==> src/rtl/ccs_pkg.sv <==
package ccs_pkg;

    // ========================================================
    // Fuse defaults and encodings
    // ========================================================
    // Fuse storage: 1 is unprogrammed, 0 is programmed
    localparam logic FUSE_PROGRAMMED = 1'b0;
    localparam logic [3:0] CLOCK_SOURCE_SELECT_FUSES_DELIVERED = 4'h1;
    localparam logic [1:0] SUT_DELIVERED = 2'h2;
    localparam logic OSCILLATOR_OPTION_FUSE_DELIVERED = 1'b1;
    localparam logic [3:0] CLOCK_SOURCE_SELECT_FUSES_XTAL_MIN = 4'hA;
    localparam logic [3:0] CLOCK_SOURCE_SELECT_FUSES_LFXTAL = 4'h9;
    localparam logic [3:0] CLOCK_SOURCE_SELECT_FUSES_EXTRC_MIN = 4'h5;
    localparam logic [3:0] CLOCK_SOURCE_SELECT_FUSES_INTRC_MIN = 4'h1;
    localparam logic [2:0] XTAL_RANGE_LOW = 3'h5;
    localparam logic [2:0] XTAL_RANGE_MID = 3'h6;

    // ========================================================
    // Start-up counts, in cycles of the counted oscillator; fuse settle in mclk cycles
    // ========================================================
    localparam int CNT_W = 17;
    localparam logic [CNT_W-1:0] WDT_SHORT_CYCLES = 17'h01000;
    localparam logic [CNT_W-1:0] WDT_LONG_CYCLES = 17'h10000;
    localparam logic [CNT_W-1:0] START_258 = 17'h00102;
    localparam logic [CNT_W-1:0] START_1K = 17'h00400;
    localparam logic [CNT_W-1:0] START_16K = 17'h04000;
    localparam logic [CNT_W-1:0] START_32K = 17'h08000;
    localparam logic [CNT_W-1:0] START_18 = 17'h00012;
    localparam logic [CNT_W-1:0] START_6 = 17'h00006;
    localparam logic [1:0] FUSE_SETTLE_CYCLES = 2'h2;

    // ========================================================
    // Register map
    // ========================================================
    localparam logic [11:0] CTRL_ADDR = 12'h000;
    localparam logic [11:0] STATUS_ADDR = 12'h004;
    localparam logic [11:0] FUSE_ADDR = 12'h008;
    localparam int CTRL_MODE_LSB = 0;
    localparam int CTRL_ADC_BIT = 2;
    localparam int CTRL_ASYNC_BIT = 3;
    localparam int CTRL_GO_BIT = 4;
    localparam logic [1:0] CTRL_MODE_RESET = 2'h0;
    localparam logic CTRL_ADC_RESET = 1'b0;
    localparam logic CTRL_ASYNC_RESET = 1'b0;
    localparam int STAT_STATE_LSB = 0;
    localparam int STAT_SRC_LSB = 4;
    localparam int STAT_RANGE_LSB = 8;
    localparam int STAT_SWING_BIT = 10;
    localparam int STAT_CLK_LSB = 11;
    localparam int STAT_FROM_RST_BIT = 16;
    localparam int FUSE_CLOCK_SOURCE_SELECT_FUSES_LSB = 0;
    localparam int FUSE_SUT_LSB = 4;
    localparam int FUSE_OSCILLATOR_OPTION_FUSE_BIT = 6;

    // ========================================================
    // Types
    // ========================================================
    typedef enum logic [2:0] {
        SRC_XTAL, SRC_LFXTAL, SRC_EXTRC, SRC_INTRC, SRC_EXTCLK
    } ccs_src_t;
    typedef enum logic [1:0] {DLY_NONE, DLY_SHORT, DLY_LONG} ccs_delay_t;
    typedef enum logic [1:0] {
        SLP_IDLE, SLP_ADC_NR, SLP_PDOWN, SLP_PSAVE
    } ccs_sleep_t;
    typedef enum logic [2:0] {
        ST_LOAD, ST_RESET_DELAY, ST_START, ST_RUN, ST_SLEEP
    } ccs_state_t;
    typedef struct packed {
        logic [CNT_W-1:0] cycles;
        ccs_delay_t delay;
    } ccs_startup_t;
    typedef struct packed {
        logic [3:0] clock_source_select_fuses;
        logic [1:0] startup_time_fuses;
        logic oscillator_option_fuse;
    } ccs_fuse_t;
    typedef struct packed {
        logic core;
        logic periph;
        logic flash;
        logic async_tmr;
        logic conv;
    } ccs_clk_en_t;
    typedef struct packed {
        logic psel;
        logic penable;
        logic pwrite;
        logic [11:0] paddr;
        logic [31:0] pwdata;
    } ccs_apb_req_t;
    typedef struct packed {
        logic [31:0] prdata;
        logic pready;
        logic pslverr;
    } ccs_apb_rsp_t;

endpackage

==> src/rtl/ccs_clock_control.sv <==
module ccs_clock_control
    import ccs_pkg::*;
#(
    parameter logic [CNT_W-1:0] WDT_SHORT = WDT_SHORT_CYCLES,
    parameter logic [CNT_W-1:0] WDT_LONG = WDT_LONG_CYCLES,
    parameter logic [CNT_W-1:0] START_XTAL_LONG = START_16K,
    parameter logic [CNT_W-1:0] START_LF_LONG = START_32K
) (
    input wire logic mclk,
    input wire logic sys_rst,
    input wire ccs_apb_req_t apb_req,
    output ccs_apb_rsp_t apb_rsp,
    input wire ccs_fuse_t fuse_pins,
    input wire logic source_osc_in,
    input wire logic watchdog_osc_in,
    input wire logic wake_periph_irq,
    input wire logic wake_async_irq,
    input wire logic twi_addr_match,
    output ccs_clk_en_t clk_en,
    output ccs_src_t osc_source,
    output logic [1:0] crystal_range,
    output logic amp_full_swing,
    output logic cpu_reset,
    output logic cpu_hold,
    output logic async_detect_en
);

    // ========================================================
    // State
    // ========================================================
    typedef struct packed {
        logic [4:0] pin_s1;
        logic [4:0] pin_s2;
        ccs_fuse_t fuse_s1;
        ccs_fuse_t fuse_s2;
        logic [1:0] osc_prev;
        ccs_fuse_t fuse;
        ccs_state_t state;
        ccs_sleep_t sleep_mode;
        logic from_reset;
        logic [CNT_W-1:0] cnt;
        logic [1:0] settle;
        logic adc_en;
        logic async_en;
        ccs_clk_en_t clk_en;
        logic [31:0] prdata;
    } ccs_regs_t;

    localparam ccs_fuse_t FUSE_RESET = '{
        clock_source_select_fuses: CLOCK_SOURCE_SELECT_FUSES_DELIVERED, startup_time_fuses: SUT_DELIVERED, oscillator_option_fuse: OSCILLATOR_OPTION_FUSE_DELIVERED
    };

    ccs_regs_t s;
    ccs_regs_t next_s;

    // ========================================================
    // Decoders
    // ========================================================
    function automatic ccs_src_t decode_source(input logic [3:0] clock_source_select_fuses);
        if (clock_source_select_fuses >= CLOCK_SOURCE_SELECT_FUSES_XTAL_MIN) begin
            return SRC_XTAL;
        end else if (clock_source_select_fuses == CLOCK_SOURCE_SELECT_FUSES_LFXTAL) begin
            return SRC_LFXTAL;
        end else if (clock_source_select_fuses >= CLOCK_SOURCE_SELECT_FUSES_EXTRC_MIN) begin
            return SRC_EXTRC;
        end else if (clock_source_select_fuses >= CLOCK_SOURCE_SELECT_FUSES_INTRC_MIN) begin
            return SRC_INTRC;
        end
        return SRC_EXTCLK;
    endfunction

    function automatic ccs_startup_t decode_startup(input ccs_fuse_t f);
        ccs_startup_t r;
        r = '{cycles: START_6, delay: DLY_LONG};
        unique case (decode_source(f.clock_source_select_fuses))
            SRC_XTAL: begin
                unique case ({f.clock_source_select_fuses[0], f.startup_time_fuses})
                    3'h0: r = '{cycles: START_258, delay: DLY_SHORT};
                    3'h1: r = '{cycles: START_258, delay: DLY_LONG};
                    3'h2: r = '{cycles: START_1K, delay: DLY_NONE};
                    3'h3: r = '{cycles: START_1K, delay: DLY_SHORT};
                    3'h4: r = '{cycles: START_1K, delay: DLY_LONG};
                    3'h5: r = '{cycles: START_XTAL_LONG, delay: DLY_NONE};
                    3'h6: r = '{cycles: START_XTAL_LONG, delay: DLY_SHORT};
                    3'h7: r = '{cycles: START_XTAL_LONG, delay: DLY_LONG};
                endcase
            end
            SRC_LFXTAL: begin
                unique case (f.startup_time_fuses)
                    2'h0: r = '{cycles: START_1K, delay: DLY_SHORT};
                    2'h1: r = '{cycles: START_1K, delay: DLY_LONG};
                    // Reserved code 11 falls back to the safest choice
                    default: r = '{cycles: START_LF_LONG, delay: DLY_LONG};
                endcase
            end
            SRC_EXTRC: begin
                unique case (f.startup_time_fuses)
                    2'h0: r = '{cycles: START_18, delay: DLY_NONE};
                    2'h1: r = '{cycles: START_18, delay: DLY_SHORT};
                    2'h2: r = '{cycles: START_18, delay: DLY_LONG};
                    2'h3: r = '{cycles: START_6, delay: DLY_SHORT};
                endcase
            end
            SRC_INTRC, SRC_EXTCLK: begin
                unique case (f.startup_time_fuses)
                    2'h0: r = '{cycles: START_6, delay: DLY_NONE};
                    2'h1: r = '{cycles: START_6, delay: DLY_SHORT};
                    default: r = '{cycles: START_6, delay: DLY_LONG};
                endcase
            end
        endcase
        return r;
    endfunction

    function automatic logic [1:0] decode_range(input ccs_fuse_t f);
        // Wide range whenever the option fuse is programmed
        if (f.oscillator_option_fuse == FUSE_PROGRAMMED) begin
            return 2'h3;
        end else if (f.clock_source_select_fuses[3:1] == XTAL_RANGE_LOW) begin
            return 2'h0;
        end else if (f.clock_source_select_fuses[3:1] == XTAL_RANGE_MID) begin
            return 2'h1;
        end
        return 2'h2;
    endfunction

    function automatic ccs_clk_en_t gate_for(
        input ccs_state_t st,
        input ccs_sleep_t mode,
        input logic adc_on,
        input logic async_on
    );
        ccs_clk_en_t g;
        g = '0;
        if (st == ST_RUN) begin
            g = '{core: 1'b1, periph: 1'b1, flash: 1'b1,
                  async_tmr: async_on, conv: adc_on};
        end else if (st == ST_SLEEP) begin
            // Core off in every sleep mode stops all computation
            g.core = 1'b0;
            g.periph = (mode == SLP_IDLE);
            g.async_tmr = async_on && (mode != SLP_PDOWN);
            g.conv = adc_on && (mode == SLP_IDLE || mode == SLP_ADC_NR);
        end
        g.flash = g.core;
        return g;
    endfunction

    function automatic logic [31:0] read_value(
        input ccs_regs_t r,
        input logic [11:0] addr
    );
        logic [31:0] v;
        v = '0;
        unique case (addr)
            CTRL_ADDR: begin
                v[CTRL_MODE_LSB +: 2] = r.sleep_mode;
                v[CTRL_ADC_BIT] = r.adc_en;
                v[CTRL_ASYNC_BIT] = r.async_en;
            end
            STATUS_ADDR: begin
                v[STAT_STATE_LSB +: 3] = r.state;
                v[STAT_SRC_LSB +: 3] = decode_source(r.fuse.clock_source_select_fuses);
                v[STAT_RANGE_LSB +: 2] = decode_range(r.fuse);
                v[STAT_SWING_BIT] = (r.fuse.oscillator_option_fuse == FUSE_PROGRAMMED);
                v[STAT_CLK_LSB +: 5] = r.clk_en;
                v[STAT_FROM_RST_BIT] = r.from_reset;
            end
            FUSE_ADDR: begin
                v[FUSE_CLOCK_SOURCE_SELECT_FUSES_LSB +: 4] = r.fuse.clock_source_select_fuses;
                v[FUSE_SUT_LSB +: 2] = r.fuse.startup_time_fuses;
                v[FUSE_OSCILLATOR_OPTION_FUSE_BIT] = r.fuse.oscillator_option_fuse;
            end
            default: v = '0;
        endcase
        return v;
    endfunction

    function automatic logic addr_mapped(input logic [11:0] addr);
        return addr == CTRL_ADDR || addr == STATUS_ADDR ||
            addr == FUSE_ADDR;
    endfunction

    // ========================================================
    // Next state
    // ========================================================
    always_comb begin
        logic osc_edge;
        logic wdt_edge;
        logic wake;
        logic wr_ctrl;
        ccs_startup_t su;
        logic [CNT_W-1:0] limit;
        osc_edge = 1'b0;
        wdt_edge = 1'b0;
        wake = 1'b0;
        wr_ctrl = 1'b0;
        su = decode_startup(s.fuse);
        limit = '0;
        next_s = s;

        // Pins from other domains pass two flops before use
        next_s.pin_s1 = {twi_addr_match, wake_async_irq, wake_periph_irq,
                         watchdog_osc_in, source_osc_in};
        next_s.pin_s2 = s.pin_s1;
        next_s.fuse_s1 = fuse_pins;
        next_s.fuse_s2 = s.fuse_s1;
        next_s.osc_prev = s.pin_s2[1:0];
        osc_edge = s.pin_s2[0] && !s.osc_prev[0];
        wdt_edge = s.pin_s2[1] && !s.osc_prev[1];
        // Async wakes work in any mode; clocked ones need the periph clock
        wake = s.pin_s2[3] || s.pin_s2[4] ||
            (s.pin_s2[2] && s.clk_en.periph);

        wr_ctrl = apb_req.psel && apb_req.penable && apb_req.pwrite &&
            apb_req.paddr == CTRL_ADDR;
        if (wr_ctrl) begin
            next_s.adc_en = apb_req.pwdata[CTRL_ADC_BIT];
            next_s.async_en = apb_req.pwdata[CTRL_ASYNC_BIT];
            next_s.sleep_mode = ccs_sleep_t'(
                apb_req.pwdata[CTRL_MODE_LSB +: 2]);
        end

        unique case (s.state)
            ST_LOAD: begin
                // Fuse pins need two cycles to settle through the flops
                if (s.settle == FUSE_SETTLE_CYCLES) begin
                    next_s.fuse = s.fuse_s2;
                    next_s.cnt = '0;
                    if (decode_startup(s.fuse_s2).delay == DLY_NONE) begin
                        next_s.state = ST_START;
                    end else begin
                        next_s.state = ST_RESET_DELAY;
                    end
                end else begin
                    next_s.settle = s.settle + 2'h1;
                end
            end
            ST_RESET_DELAY: begin
                limit = (su.delay == DLY_LONG) ? WDT_LONG : WDT_SHORT;
                if (wdt_edge) begin
                    if (s.cnt + 1'b1 >= limit) begin
                        next_s.cnt = '0;
                        next_s.state = ST_START;
                    end else begin
                        next_s.cnt = s.cnt + 1'b1;
                    end
                end
            end
            ST_START: begin
                if (osc_edge) begin
                    if (s.cnt + 1'b1 >= su.cycles) begin
                        next_s.cnt = '0;
                        next_s.from_reset = 1'b0;
                        next_s.state = ST_RUN;
                    end else begin
                        next_s.cnt = s.cnt + 1'b1;
                    end
                end
            end
            ST_RUN: begin
                if (wr_ctrl && apb_req.pwdata[CTRL_GO_BIT]) begin
                    next_s.state = ST_SLEEP;
                end
            end
            ST_SLEEP: begin
                if (wake) begin
                    next_s.cnt = '0;
                    // Deep sleep stopped the oscillator, so re-time it
                    if (s.sleep_mode == SLP_PDOWN ||
                        s.sleep_mode == SLP_PSAVE) begin
                        next_s.state = ST_START;
                    end else begin
                        next_s.state = ST_RUN;
                    end
                end
            end
        endcase

        next_s.clk_en = gate_for(next_s.state, next_s.sleep_mode,
                                 next_s.adc_en, next_s.async_en);

        // Read data captured in the setup phase, shown in the access phase
        if (apb_req.psel && !apb_req.penable) begin
            next_s.prdata = read_value(s, apb_req.paddr);
        end
    end

    always_ff @(posedge mclk or posedge sys_rst) begin
        if (sys_rst) begin
            s <= '{
                pin_s1: '0, pin_s2: '0,
                fuse_s1: FUSE_RESET, fuse_s2: FUSE_RESET,
                osc_prev: '0, fuse: FUSE_RESET,
                state: ST_LOAD, sleep_mode: ccs_sleep_t'(CTRL_MODE_RESET),
                from_reset: 1'b1, cnt: '0, settle: '0,
                adc_en: CTRL_ADC_RESET, async_en: CTRL_ASYNC_RESET,
                clk_en: '0, prdata: '0
            };
        end else begin
            s <= next_s;
        end
    end

    // ========================================================
    // Outputs
    // ========================================================
    assign apb_rsp = '{
        prdata: s.prdata,
        pready: apb_req.psel && apb_req.penable,
        pslverr: apb_req.psel && apb_req.penable &&
            !addr_mapped(apb_req.paddr)
    };
    assign clk_en = s.clk_en;
    assign osc_source = decode_source(s.fuse.clock_source_select_fuses);
    assign crystal_range = decode_range(s.fuse);
    assign amp_full_swing = (s.fuse.oscillator_option_fuse == FUSE_PROGRAMMED);
    assign cpu_reset = s.from_reset;
    assign cpu_hold = (s.state != ST_RUN);
    assign async_detect_en = !s.clk_en.periph;

endmodule

==> config.mk <==
export PLATFORM = sky130hd
export DESIGN_NAME = ccs_clock_control
export DESIGN_NICKNAME = d
export VERILOG_FILES = /design/src/rtl/ccs_pkg.sv /design/src/rtl/ccs_clock_control.sv
export SDC_FILE = /design/constraint.sdc
export NUM_CORES = 1
export LEC_CHECK = 0
export BUFFER_PORTS_ARGS = -buffer_cell sky130_fd_sc_hd__clkbuf_2
export CAP_MARGIN = 20
export CORE_MARGIN = 8
export CORE_UTILIZATION = 42
export CTS_CLUSTER_SIZE = 28
export DETAILED_ROUTE_END_ITERATION = 16
export PLACE_DENSITY = 0.67
export SETUP_SLACK_MARGIN = 0.15
export SLEW_MARGIN = 20
export SYNTH_ARGS = -nofsm -noshare
export SYNTH_HDL_FRONTEND = slang
export SYNTH_SLANG_ARGS = --single-unit
==> constraint.sdc <==
create_clock -name mclk -period 6.7 [get_ports mclk]
set_input_delay 0.67 -clock mclk [delete_from_list [all_inputs] [get_ports mclk]]
set_output_delay 0.67 -clock mclk [all_outputs]
set_load 0.1 [all_outputs]
==> results of run 1 <==
==> worst register-to-register path, stage by stage, from the launching register on <==
cell       delay [ns]
dfrtp_1          0.46
ha_1             0.37
and4_1           0.36
nand3_1          0.18
xnor2_1          0.18
ha_1             0.35
nand2b_1         0.09
a2111oi_0        0.09
a311o_1          0.34
a2111oi_2        0.40
a2bb2oi_2        0.26
a32oi_4          0.30
nor3_4           0.64
mux2_2           0.27
==> worst min-delay path by stage <==
stage / from / end / depth (start not counted) / slack (ns)
floorplan: next_s[87] / next_s[71] / 0 / 0.33
global placement: next_s[74] / s[74] / 0 / 0.33
detailed placement: next_s[77] / s[77] / 0 / 0.34
CTS: next_s[77] / s[77] / 0 / 0.35
global route: next_s[91] / s[91] / 0 / 0.35
finish: sys_rst / s[43] / 3 / 0.35
==> cells by family after synthesis <==
| group | Yosys count | share of synthesized area (%) |
|---|---|---|
| simple gates | 173 | 18.8 |
| compound gates | 120 | 17.7 |
| buf+inv | 92 | 10.5 |
| flops | 79 | 40.5 |
| fa+ha+maj | 24 | 6.11 |
| mux | 18 | 3.82 |
| xor+xnor | 14 | 2.50 |
| other cells | 1 | 0.0763 |
==> layout make-up <==
cell class	count	area [um^2]	area share [%]
well taps	143	179	3.33
clock inverters	5	41.3	0.767
inverters	21	80.1	1.49
flip-flops and latches	79	1990	37.0
clock buffers	11	243	4.51
repair buffers	70	383	7.12
multi-input cells	365	2460	45.8
==> power breakdown <==
group / leakage [uW] / internal (uW) / switching (uW)
Combinational: 0.00128 / 14.9 / 64.9
Sequential: 0.00101 / 487 / 4.48
Clock: 0.000138 / 265 / 201
Total: 0.00243 / 767 / 270
==> synth_stat cells (3+ instances only) <==
cell	instances	area (um^2)
o41ai_1	3	26.3
and2_1	4	25.0
nand2b_1	8	50.1
nor2b_1	11	68.8
ha_1	24	300
and4_1	3	26.3
nand2_1	50	188
xor2_1	6	52.6
nand3b_1	3	22.5
xnor2_1	8	70.1
nor2_1	36	135
dfrtp_1	69	1730
nor4_1	7	43.8
mux2i_1	12	120
o211ai_1	3	22.5
buf_4	38	285
o21ai_0	29	145
dfstp_2	10	263
nand3_1	9	45.0
a22oi_1	4	30.0
inv_1	21	78.8
a21oi_1	14	70.1
mux2_2	6	67.6
a31oi_1	3	18.8
a211oi_1	5	37.5
buf_1	4	15.0
a22o_1	15	131
clkbuf_1	18	67.6
nand4_1	6	37.5
o31ai_1	18	135
or2_2	3	18.8
nor3_1	13	65.1
or3_1	4	25.0
buf_2	8	40.0
==> metal layers <==
metal  track usage (%)  up-vias
li1                  -     1857
met1              20.1     1830
met2              22.1      139
met3              2.95       12
met4              5.20        0
met5                 0        -
==> metrics by stage <==
step	area, um^2	util, %
3_5_place_dp	5070	44.4
5_1_grt	5380	47.1
6_report	5380	47.1
3_3_place_gp	5070	44.4
4_1_cts	5350	46.9
2_1_floorplan	4970	-
==> state kept, by name, indices dropped and copies added (netlist names) <==
signal / flops
cpu_reset: 1
apb_rsp: 15
s: 45
next_s: 14
clk_en: 4
==> results.tsv, run 1 <==
metric	value	unit
outcome	finished clean	
initial antenna violation count	0	
most common cell after layout, fill and taps aside	dfrtp_1	
r2r endpoint	s[41]	
actual slew at the worst max-slew pin	0.914	ns
total grt overflow	0	
H-tree Lvls	3	
Fill cells	1054	
Max Cap Viol	0	
family with the most delay on the worst path	compound AO/OA/AOI/OAI gates	
DP Wirelength	7960	um
Area Growth Syn to Fin	9.53	%
Hold Vio Cnt, Final	0	
CTS Buf Count	9	
layout cells sized above 1	21.2	%
highest routed layer	met4	
final worst slack	2.36	ns
EDFF count, synth	0	
WS Path Type	reg -> reg	
vias per cell	5.53	
Critical Path Start Type	flop	
fmax	0.231	GHz
reg2reg start	s[41]	
Slowest cell on crit path	nor3_4	
DR DRC count	0	
Final Setup Violations	0	
DR iter-0 viols	319	
Slew headroom	39.1	%
Antenna Nets Post-Route	0	
core area	0.0114	mm^2
Crit path depth	13	
gp weighted congestion	0.861	
diode count	0	
Seq/Total Area, Yosys	40.5	%
WL final	11000	um
Crit Path Max Fanout	17	
first-pass GRT wire length	17800	um
post-CTS sizing	0	
PwrDens	193	mW/mm^2
R2R setup slack	2.36	ns
Final Non-Filler Cells	694	
critical path buffer and inverter count	0	
Post-CTS Hold Fix Bufs	0	
worst-skew pair later-pin latency	0.34	ns
met3 routed WL	801	um
I/O pin count	109	
Worst Hold Class	in -> async	
Initial DRT Pass Iterations	4	
crit path capture type	flop	
met2 wire len	5150	um
Final Cycle Share	64.7	%
Total GRT Usage	14.5	%
largest net degree at the start of global routing	80	
critical path required time	6.97	ns
vias in the first global route	3636	
Post-synth ARST share	100	%
pins over their slew limit	0	
TritonCTS clock tree	yes	
most frequent cells in the layout	dfrtp_1 (69), clkbuf_2 (65), nand2_1 (50)	
total chip power	1040	uW
Syn Inst Count	521	
CTS clk-pin slew, worst paths	0.06	ns
effective utilization at floorplan	43.0	%
# clock sinks	79	
worst hold slack	0.348	ns
Critical Path Sink	s[41]	
FP Rows	39	
crit-path most repeated cell	ha_1	
FF-to-FF path depth	13	
vias post-DR	3838	
unrepaired setup endpoints after global routing	no	
Synth Cell Area	0.00491	mm^2
YS warnings	0	
clock root buffer	clkbuf_16	
setup bufs post-CTS	0	
Max clock buf depth	2	
clk_skew	0.00947	ns
Leak	0.00243	uW
Die H	124	um
Die X	124	um
CP startpoint	s[41]	
Period minus WS final	4.34	ns
Mapped Avg Cell Area	9.43	um^2
flop and latch count out of synthesis	79	
predominant post-synthesis flop cell	dfrtp_1	
dpl ws	2.38	ns
Final #Nets	631	
wire length on met1	4960	um
DR WL/cell	15.9	um
Setup TNS	0	ns
synth unique cells	68	
crit-path cells	ha_1 -> and4_1 -> nand3_1 -> xnor2_1 -> ha_1 -> nand2b_1 -> a2111oi_0 -> a311o_1 -> a2111oi_2 -> a2bb2oi_2 -> a32oi_4 -> nor3_4 -> mux2_2	
crit path DAT	4.61	ns
Placed Cells	677	
Die ar.	0.0154	mm^2
Critical Path Max Stage Delay	0.64	ns
port bufs	65	
Peak VDD IR	0.000130	V
Power figures use the tool's default switching activity.
==> inputs of run 2 (changes only) <==
ABC_AREA = 1   (was default)
PLACE_DENSITY = 0.7   (was 0.67)
clock period = 3.6 ns   (was 6.7 ns; I/O delays follow)
==> run 2 against run 1 <==
Effect of this change:
- first-iteration DRC count decreased by 16%
- highest routed layer unchanged
- total power increased by 78%
- clock skew increased by 0.0069 ns
- global-route usage about the same
==> results.tsv, run 2 <==
metric	value	unit	change
outcome	finished clean		unchanged
YS warnings	0		unchanged
Sw Pwr	451	uW	was 270 uW
Worst Hold Class	in -> reg		was in -> async
Crit Path Max Fanout	6		was 17
cell taking the most area after synthesis	dfrtp_1		unchanged
Slew headroom	57.4	%	was 39.1%
CP startpoint	s[66]		was s[41]
Area Growth Syn to Fin	12.0	%	was 9.53%
Synth Cell Area	0.00465	mm^2	was 0.00491 mm^2
total grt overflow	0		unchanged
predominant post-synthesis flop cell	dfrtp_1		unchanged
met3 routed WL	844	um	was 801 um
Post-synth ARST share	100	%	unchanged
unrepaired setup endpoints after global routing	no		unchanged
Fill cells	1034		was 1054
post-route cell area	0.00520	mm^2	was 0.00538 mm^2
clk_skew	0.0164	ns	was 0.00947 ns
EDFF count, synth	0		unchanged
Die ar.	0.0147	mm^2	was 0.0154 mm^2
reg2reg start	s[66]		was s[41]
TritonCTS clock tree	yes		unchanged
fmax	0.318	GHz	was 0.231 GHz
CTS Buf Count	9		unchanged
most common cell after layout, fill and taps aside	nand2_1		was dfrtp_1
Antenna Nets Post-Route	0		unchanged
fin util	48.0	%	was 47.1%
Switching Fraction	24.5	%	was 26.0%
WL final	10400	um	was 11000 um
worst hold slack	0.0868	ns	was 0.348 ns
Critical Path Start Type	flop		unchanged
Area contributors post-synth	dfrtp_1 (37%), nand2_1 (10%), ha_1 (6.5%)		was dfrtp_1 (35%), ha_1 (6.1%), buf_4 (5.8%)
Multi-input gate area	0.00213	mm^2	was 0.00246 mm^2
Peak VDD IR	0.000247	V	was 0.000130 V
core area	0.0108	mm^2	was 0.0114 mm^2
port bufs	65		unchanged
CTS clk-pin slew, worst paths	0.09	ns	was 0.06 ns
FF-to-FF path depth	21		was 13
area fraction of the dominant cell type after synthesis	37.2	%	was 35.2%
Final #Nets	719		was 631
Initial DRT Pass Iterations	5		was 4
worst-skew pair later-pin latency	0.35	ns	was 0.34 ns
most frequent cell after synthesis	nand2_1		was dfrtp_1
internal power	1390	uW	was 767 uW
DP Wirelength	8060	um	was 7960 um
flop and latch count out of synthesis	79		unchanged
diode count	0		unchanged
effective utilization at floorplan	42.9	%	was 43.0%
DR iter-0 viols	267		was 319
WS Path Type	reg -> reg		unchanged
Largest register FFs	45		unchanged
first-pass GRT wire length	17500	um	was 17800 um
most frequent cells in the layout	nand2_1 (126), inv_1 (77), dfrtp_1 (69)		was dfrtp_1 (69), clkbuf_2 (65), nand2_1 (50)
# clock sinks	79		unchanged
origin of the worst min-delay path	fuse_pins[3]		
highest routed layer	met4		unchanged
Sequential Power Share	49.5	%	was 47.4%
R2R setup slack	0.45	ns	was 2.36 ns
vias in the first global route	3796		was 3636
clock share of power	42.7	%	was 44.9%
layout cells sized above 1	20.5	%	was 21.2%
I/O pin count	109		unchanged
flip-flop and latch area	0.00199	mm^2	unchanged
Die X	121	um	was 124 um
Period minus WS final	3.15	ns	was 4.34 ns
Max Cap Viol	0		unchanged
Leak	0.00259	uW	was 0.00243 uW
gp weighted congestion	0.903		was 0.861
Syn Inst Count	581		was 521
crit path capture type	flop		unchanged
wire length on met1	4640	um	was 4960 um
r2r endpoint	clk_en[0]		was s[41]
Logic pwr share	7.9	%	was 7.7%
DR WL/cell	13.4	um	was 15.9 um
Top reg by flops	s		unchanged
Hold Vio Cnt, Final	0		unchanged
Final Cycle Share	87.4	%	was 64.7%
met2 wire len	4730	um	was 5150 um
dpl cell area	0.00492	mm^2	was 0.00507 mm^2
critical path required time	3.90	ns	was 6.97 ns
dpl ws	0.288	ns	was 2.38 ns
final worst slack	0.454	ns	was 2.36 ns
commonest cells in the netlist	nand2_1 (126), inv_1 (79), dfrtp_1 (69)		was dfrtp_1 (69), nand2_1 (50), buf_4 (38)
Final Setup Violations	0		unchanged
pins over their slew limit	0		unchanged
crit path DAT	3.44	ns	was 4.61 ns
synth unique cells	39		was 68
largest net degree at the start of global routing	35		was 80
Total GRT Usage	14.6	%	was 14.5%
Hold Path End	next_s[76]		
WHS Path Cells	1		
FP Rows	38		was 39
PwrDens	354	mW/mm^2	was 193 mW/mm^2
vias per cell	5.03		was 5.53
DR DRC count	0		unchanged
H-tree Lvls	3		unchanged
Die H	121	um	was 124 um
Seq/Total Area, Yosys	42.8	%	was 40.5%
vias post-DR	3917		was 3838
initial antenna violation count	0		unchanged
clock root buffer	clkbuf_8		was clkbuf_16
actual slew at the worst max-slew pin	0.637	ns	was 0.914 ns
Mapped Avg Cell Area	8.00	um^2	was 9.43 um^2
Max clock buf depth	2		unchanged
Setup TNS	0	ns	unchanged
[run 2: how the worst max path moves through the flow]
stage                  endpoint  cells past startpoint
floorplan           apb_rsp[10]                      4
global placement      clk_en[3]                     21
detailed placement    clk_en[0]                     21
CTS                   clk_en[0]                     21
global route          clk_en[2]                     21
finish                clk_en[0]                     21
[run 2: logic make-up (layout without fill, tap and decap cells)]
family / Yosys count / after routing / synth area share (%)
adder cells (fa/ha/maj): 24 / 24 / 6.46
AO/OA/AOI/OAI: 86 / 86 / 11.1
AND/OR/NAND/NOR: 264 / 264 / 25.8
flip-flops: 79 / 79 / 42.8
buffers and inverters: 124 / 167 / 13.2
XOR/XNOR: 3 / 3 / 0.566
other: 1 / 16 / 0.0807
[run 2: area by class of cell]
type | instances | area share (%)
clock inverters | 5 | 2.07
inverters | 80 | 5.77
well taps | 140 | 3.37
multi-input cells | 393 | 40.9
clock buffers | 11 | 2.53
repair buffers | 71 | 7.17
flip-flops and latches | 79 | 38.2
[run 2: routing by layer]
layer	track usage (%)	vias up
met2	22.7	141
met4	7.32	0
met1	18.5	1823
met3	3.40	14
li1	-	1939
met5	0	-
[run 2: power groups by stage]
stage               Sequential (uW)  Clock [uW]  Combinational, uW
detailed placement              929           0                145
finish                          911         786                145
global placement                928           0                143
floorplan                       926           0                128
global route                    913         850                157
CTS                             911         810                147
[run 2: critical path, cell delays in order (launching register included)]
cell      delay, ns
dfstp_2        0.57
inv_2          0.08
ha_1           0.22
nor2_2         0.11
inv_1          0.07
o22ai_1        0.13
a31oi_1        0.06
a311oi_1       0.22
a21oi_1        0.11
ha_1           0.32
nand3_1        0.06
nor2_1         0.10
nand2_1        0.06
nor2_1         0.08
nand2_1        0.06
nor2_1         0.12
nand3_2        0.13
nand3_2        0.11
nand2_1        0.09
a21oi_4        0.20
nand4_1        0.12
nand2_1        0.09
[run 2: repair_timing]
| action | CTS | global route |
|---|---|---|
| hold endpoints to repair | 16 | 0 |
| buffers inserted | 0 | 2 |
| setup endpoints to repair | 0 | 21 |
| resized for setup | 0 | 6 |
| hold buffers | 1 | 0 |
[run 2: through the flow]
| stage | total power, uW | cells |
|---|---|---|
| floorplan | 1050 | 596 |
| global placement | 1070 | 760 |
| detailed placement | 1070 | 760 |
| CTS | 1870 | 777 |
| global route | 1920 | 779 |
| finish | 1840 | 779 |
==> inputs of run 3 (changes only) <==
ABC_AREA = default   (was 1)
CTS_BUF_LIST = sky130_fd_sc_hd__clkbuf_4 sky130_fd_sc_hd__clkbuf_8   (was default)
==> run 3 against run 2 <==
Effect of this change:
- total power decreased by 3.6%
- highest routed layer unchanged
- first-iteration DRC count up 14%
- worst hold slack got worse by 0.023 ns
- critical endpoint is now s[55]
- die area rose by 4.9%
==> results.tsv, run 3 (same netlist as run 1, synthesis figures left out) <==
metric	value	unit	change
Crit Path Max Fanout	8		was 6
vias in the first global route	3769		was 3796
Logic pwr share	8.2	%	was 7.9%
Initial DRT Pass Iterations	4		was 5
Antenna Nets Post-Route	0		unchanged
Area Growth Syn to Fin	20.2	%	was 12.0%
outcome	finished clean		unchanged
diode count	0		unchanged
vias per cell	5.49		was 5.03
DR DRC count	0		unchanged
CTS clk-pin slew, worst paths	0.09	ns	about the same
pins over their slew limit	0		unchanged
Critical Path Max Stage Delay	0.57	ns	about the same
Total GRT Usage	15.0	%	was 14.6%
CTS Buf Count	9		unchanged
first-pass GRT wire length	18400	um	was 17500 um
Sw Pwr	511	uW	was 451 uW
crit path DAT	3.70	ns	was 3.44 ns
PwrDens	301	mW/mm^2	was 354 mW/mm^2
total grt overflow	0		unchanged
fin util	51.7	%	was 48.0%
Worst Hold Class	in -> reg		unchanged
Die X	124	um	was 121 um
crit-path cells	inv_4 -> ha_2 -> nor2_1 -> a32oi_1 -> o22ai_1 -> a21oi_1 -> ha_1 -> nand3_1 -> a221o_1 -> o32a_1 -> a32oi_4 -> clkbuf_16 -> o31ai_1 -> a22o_1		was inv_2 -> ha_1 -> nor2_2 -> inv_1 -> o22ai_1 -> a31oi_1 -> a311oi_1 -> a21oi_1 -> ha_1 -> nand3_1 -> nor2_1 -> nand2_1 -> nor2_1 -> nand2_1 -> nor2_1 -> nand3_2 -> nand3_2 -> nand2_1 -> a21oi_4 -> nand4_1 -> nand2_1
core area	0.0114	mm^2	was 0.0108 mm^2
clock root buffer	clkbuf_8		unchanged
critical path buffer and inverter count	2		unchanged
family with the most delay on the worst path	compound AO/OA/AOI/OAI gates		was simple AND/OR/NAND/NOR gates
Sequential Power Share	51.4	%	was 49.5%
most common cell after layout, fill and taps aside	clkbuf_2		was nand2_1
Final Non-Filler Cells	730		was 779
WS Path Type	reg -> reg		unchanged
Max clock buf depth	2		unchanged
largest net degree at the start of global routing	63		was 35
Post-CTS Hold Fix Bufs	0		was 1
worst-skew pair later-pin latency	0.37	ns	was 0.35 ns
total chip power	1780	uW	was 1840 uW
Peak VDD IR	0.000186	V	was 0.000247 V
Die H	124	um	was 121 um
I/O pin count	109		unchanged
clk_skew	0.0113	ns	was 0.0164 ns
Critical Path Start Type	flop		unchanged
gp weighted congestion	0.896		was 0.903
Slowest cell on crit path	dfstp_2		unchanged
Max Cap Viol	0		unchanged
# clock sinks	79		unchanged
Period minus WS final	3.44	ns	was 3.15 ns
clock share of power	40.4	%	was 42.7%
H-tree Lvls	3		unchanged
vias post-DR	4010		was 3917
DR iter-0 viols	304		was 267
internal power	1270	uW	was 1390 uW
FP Rows	39		was 38
WL final	12100	um	was 10400 um
Setup TNS	0	ns	unchanged
Hold Vio Cnt, Final	0		unchanged
fmax	0.291	GHz	was 0.318 GHz
unrepaired setup endpoints after global routing	yes		was no
Final Setup Violations	0		unchanged
Final Cycle Share	95.6	%	was 87.4%
most frequent cells in the layout	clkbuf_2 (66), dfrtp_1 (63), nand2_1 (50)		was nand2_1 (126), inv_1 (77), dfrtp_1 (69)
Slew headroom	12.8	%	was 57.4%
Top reg by flops	s		unchanged
port bufs	65		unchanged
initial antenna violation count	0		unchanged
TritonCTS clock tree	yes		unchanged
actual slew at the worst max-slew pin	1.31	ns	was 0.637 ns
Placed Cells	701		was 760
Switching Fraction	28.8	%	was 24.5%
Die ar.	0.0154	mm^2	was 0.0147 mm^2
effective utilization at floorplan	43.0	%	was 42.9%
DP Wirelength	8420	um	was 8060 um
DR WL/cell	16.6	um	was 13.4 um
Largest register FFs	45		unchanged
crit path capture type	flop		unchanged
Final #Nets	667		was 719
Leak	0.00264	uW	was 0.00259 uW
critical path required time	3.86	ns	was 3.90 ns
layout cells sized above 1	33.6	%	was 20.5%
[run 3: cell count changes in the layout (fill, tap and decap cells not counted), moves of 13 or more]
cell / delta
nand3_1: -33
buf_4: +30
nor2_2: -14
nand2_1: -76
a22o_1: +15
inv_1: -59
nor2_1: -13
o21ai_0: -16
[run 3: layout make-up]
cell class	instances	area, um^2
multi-input combinational	365	2750
clock buffer	9	124
tap	143	179
clock inverter	7	86.3
fill	1033	5510
timing repair buffer	106	681
inverter	21	83.8
sequential	79	2000
[run 3: path summary, 6_finish.rpt]
| path | start | to | slack [ns] | cells after the start |
|---|---|---|---|---|
| setup / recovery | s[66] | s[55] | 0.16 | 14 |
| hold / removal | fuse_pins[0] | next_s[73] | 0.06 | 1 |
| setup reg to reg | s[66] | s[55] | 0.16 | 14 |
| hold reg to reg | next_s[87] | next_s[71] | 0.35 | 0 |
| max in group asynchronous | sys_rst | s[50] | 2.69 | 3 |
| min in group asynchronous | sys_rst | next_s[87] | 0.12 | 2 |
[run 3: layer usage]
layer  up-vias  GRT usage (%)  wire, um
li1       1926              -         -
met1      1966           19.7      5240
met2        98           23.7      5920
met3        20           3.31       751
met4         0           5.87       173
met5         -              0         0
[run 3: worst register-to-register path: cells and delay by family (launching register included)]
family / cells / cell delay, ns
AO/OA/AOI/OAI: 8 / 1.74
adder cells (fa/ha/maj): 2 / 0.53
buffers and inverters: 2 / 0.31
flip-flops: 1 / 0.57
AND/OR/NAND/NOR: 2 / 0.19
[run 3: what timing repair did]
item,4_1_cts,5_1_grt
buffers inserted,0,12
endpoints found under the setup margin,20,22
pin swaps,3,18
gates resized for setup,5,58
cloned,0,1
[run 3: power by group through the flow]
stage | Sequential [uW] | Clock, uW | Combinational, uW
floorplan | 926 | 0 | 132
global placement | 929 | 0 | 143
detailed placement | 930 | 0 | 147
CTS | 913 | 736 | 148
global route | 914 | 776 | 156
finish | 912 | 718 | 146
[run 3: metrics by stage]
step	hold slack, ns	area, um^2	setup WS (ns)
after floorplan	0.331	4980	0.154
after global placement	0.332	5280	0.206
after detailed placement	0.335	5280	0.112
after CTS	0.0510	5520	0.155
after global routing	0.0401	5900	0.0232
final	0.0638	5900	0.160
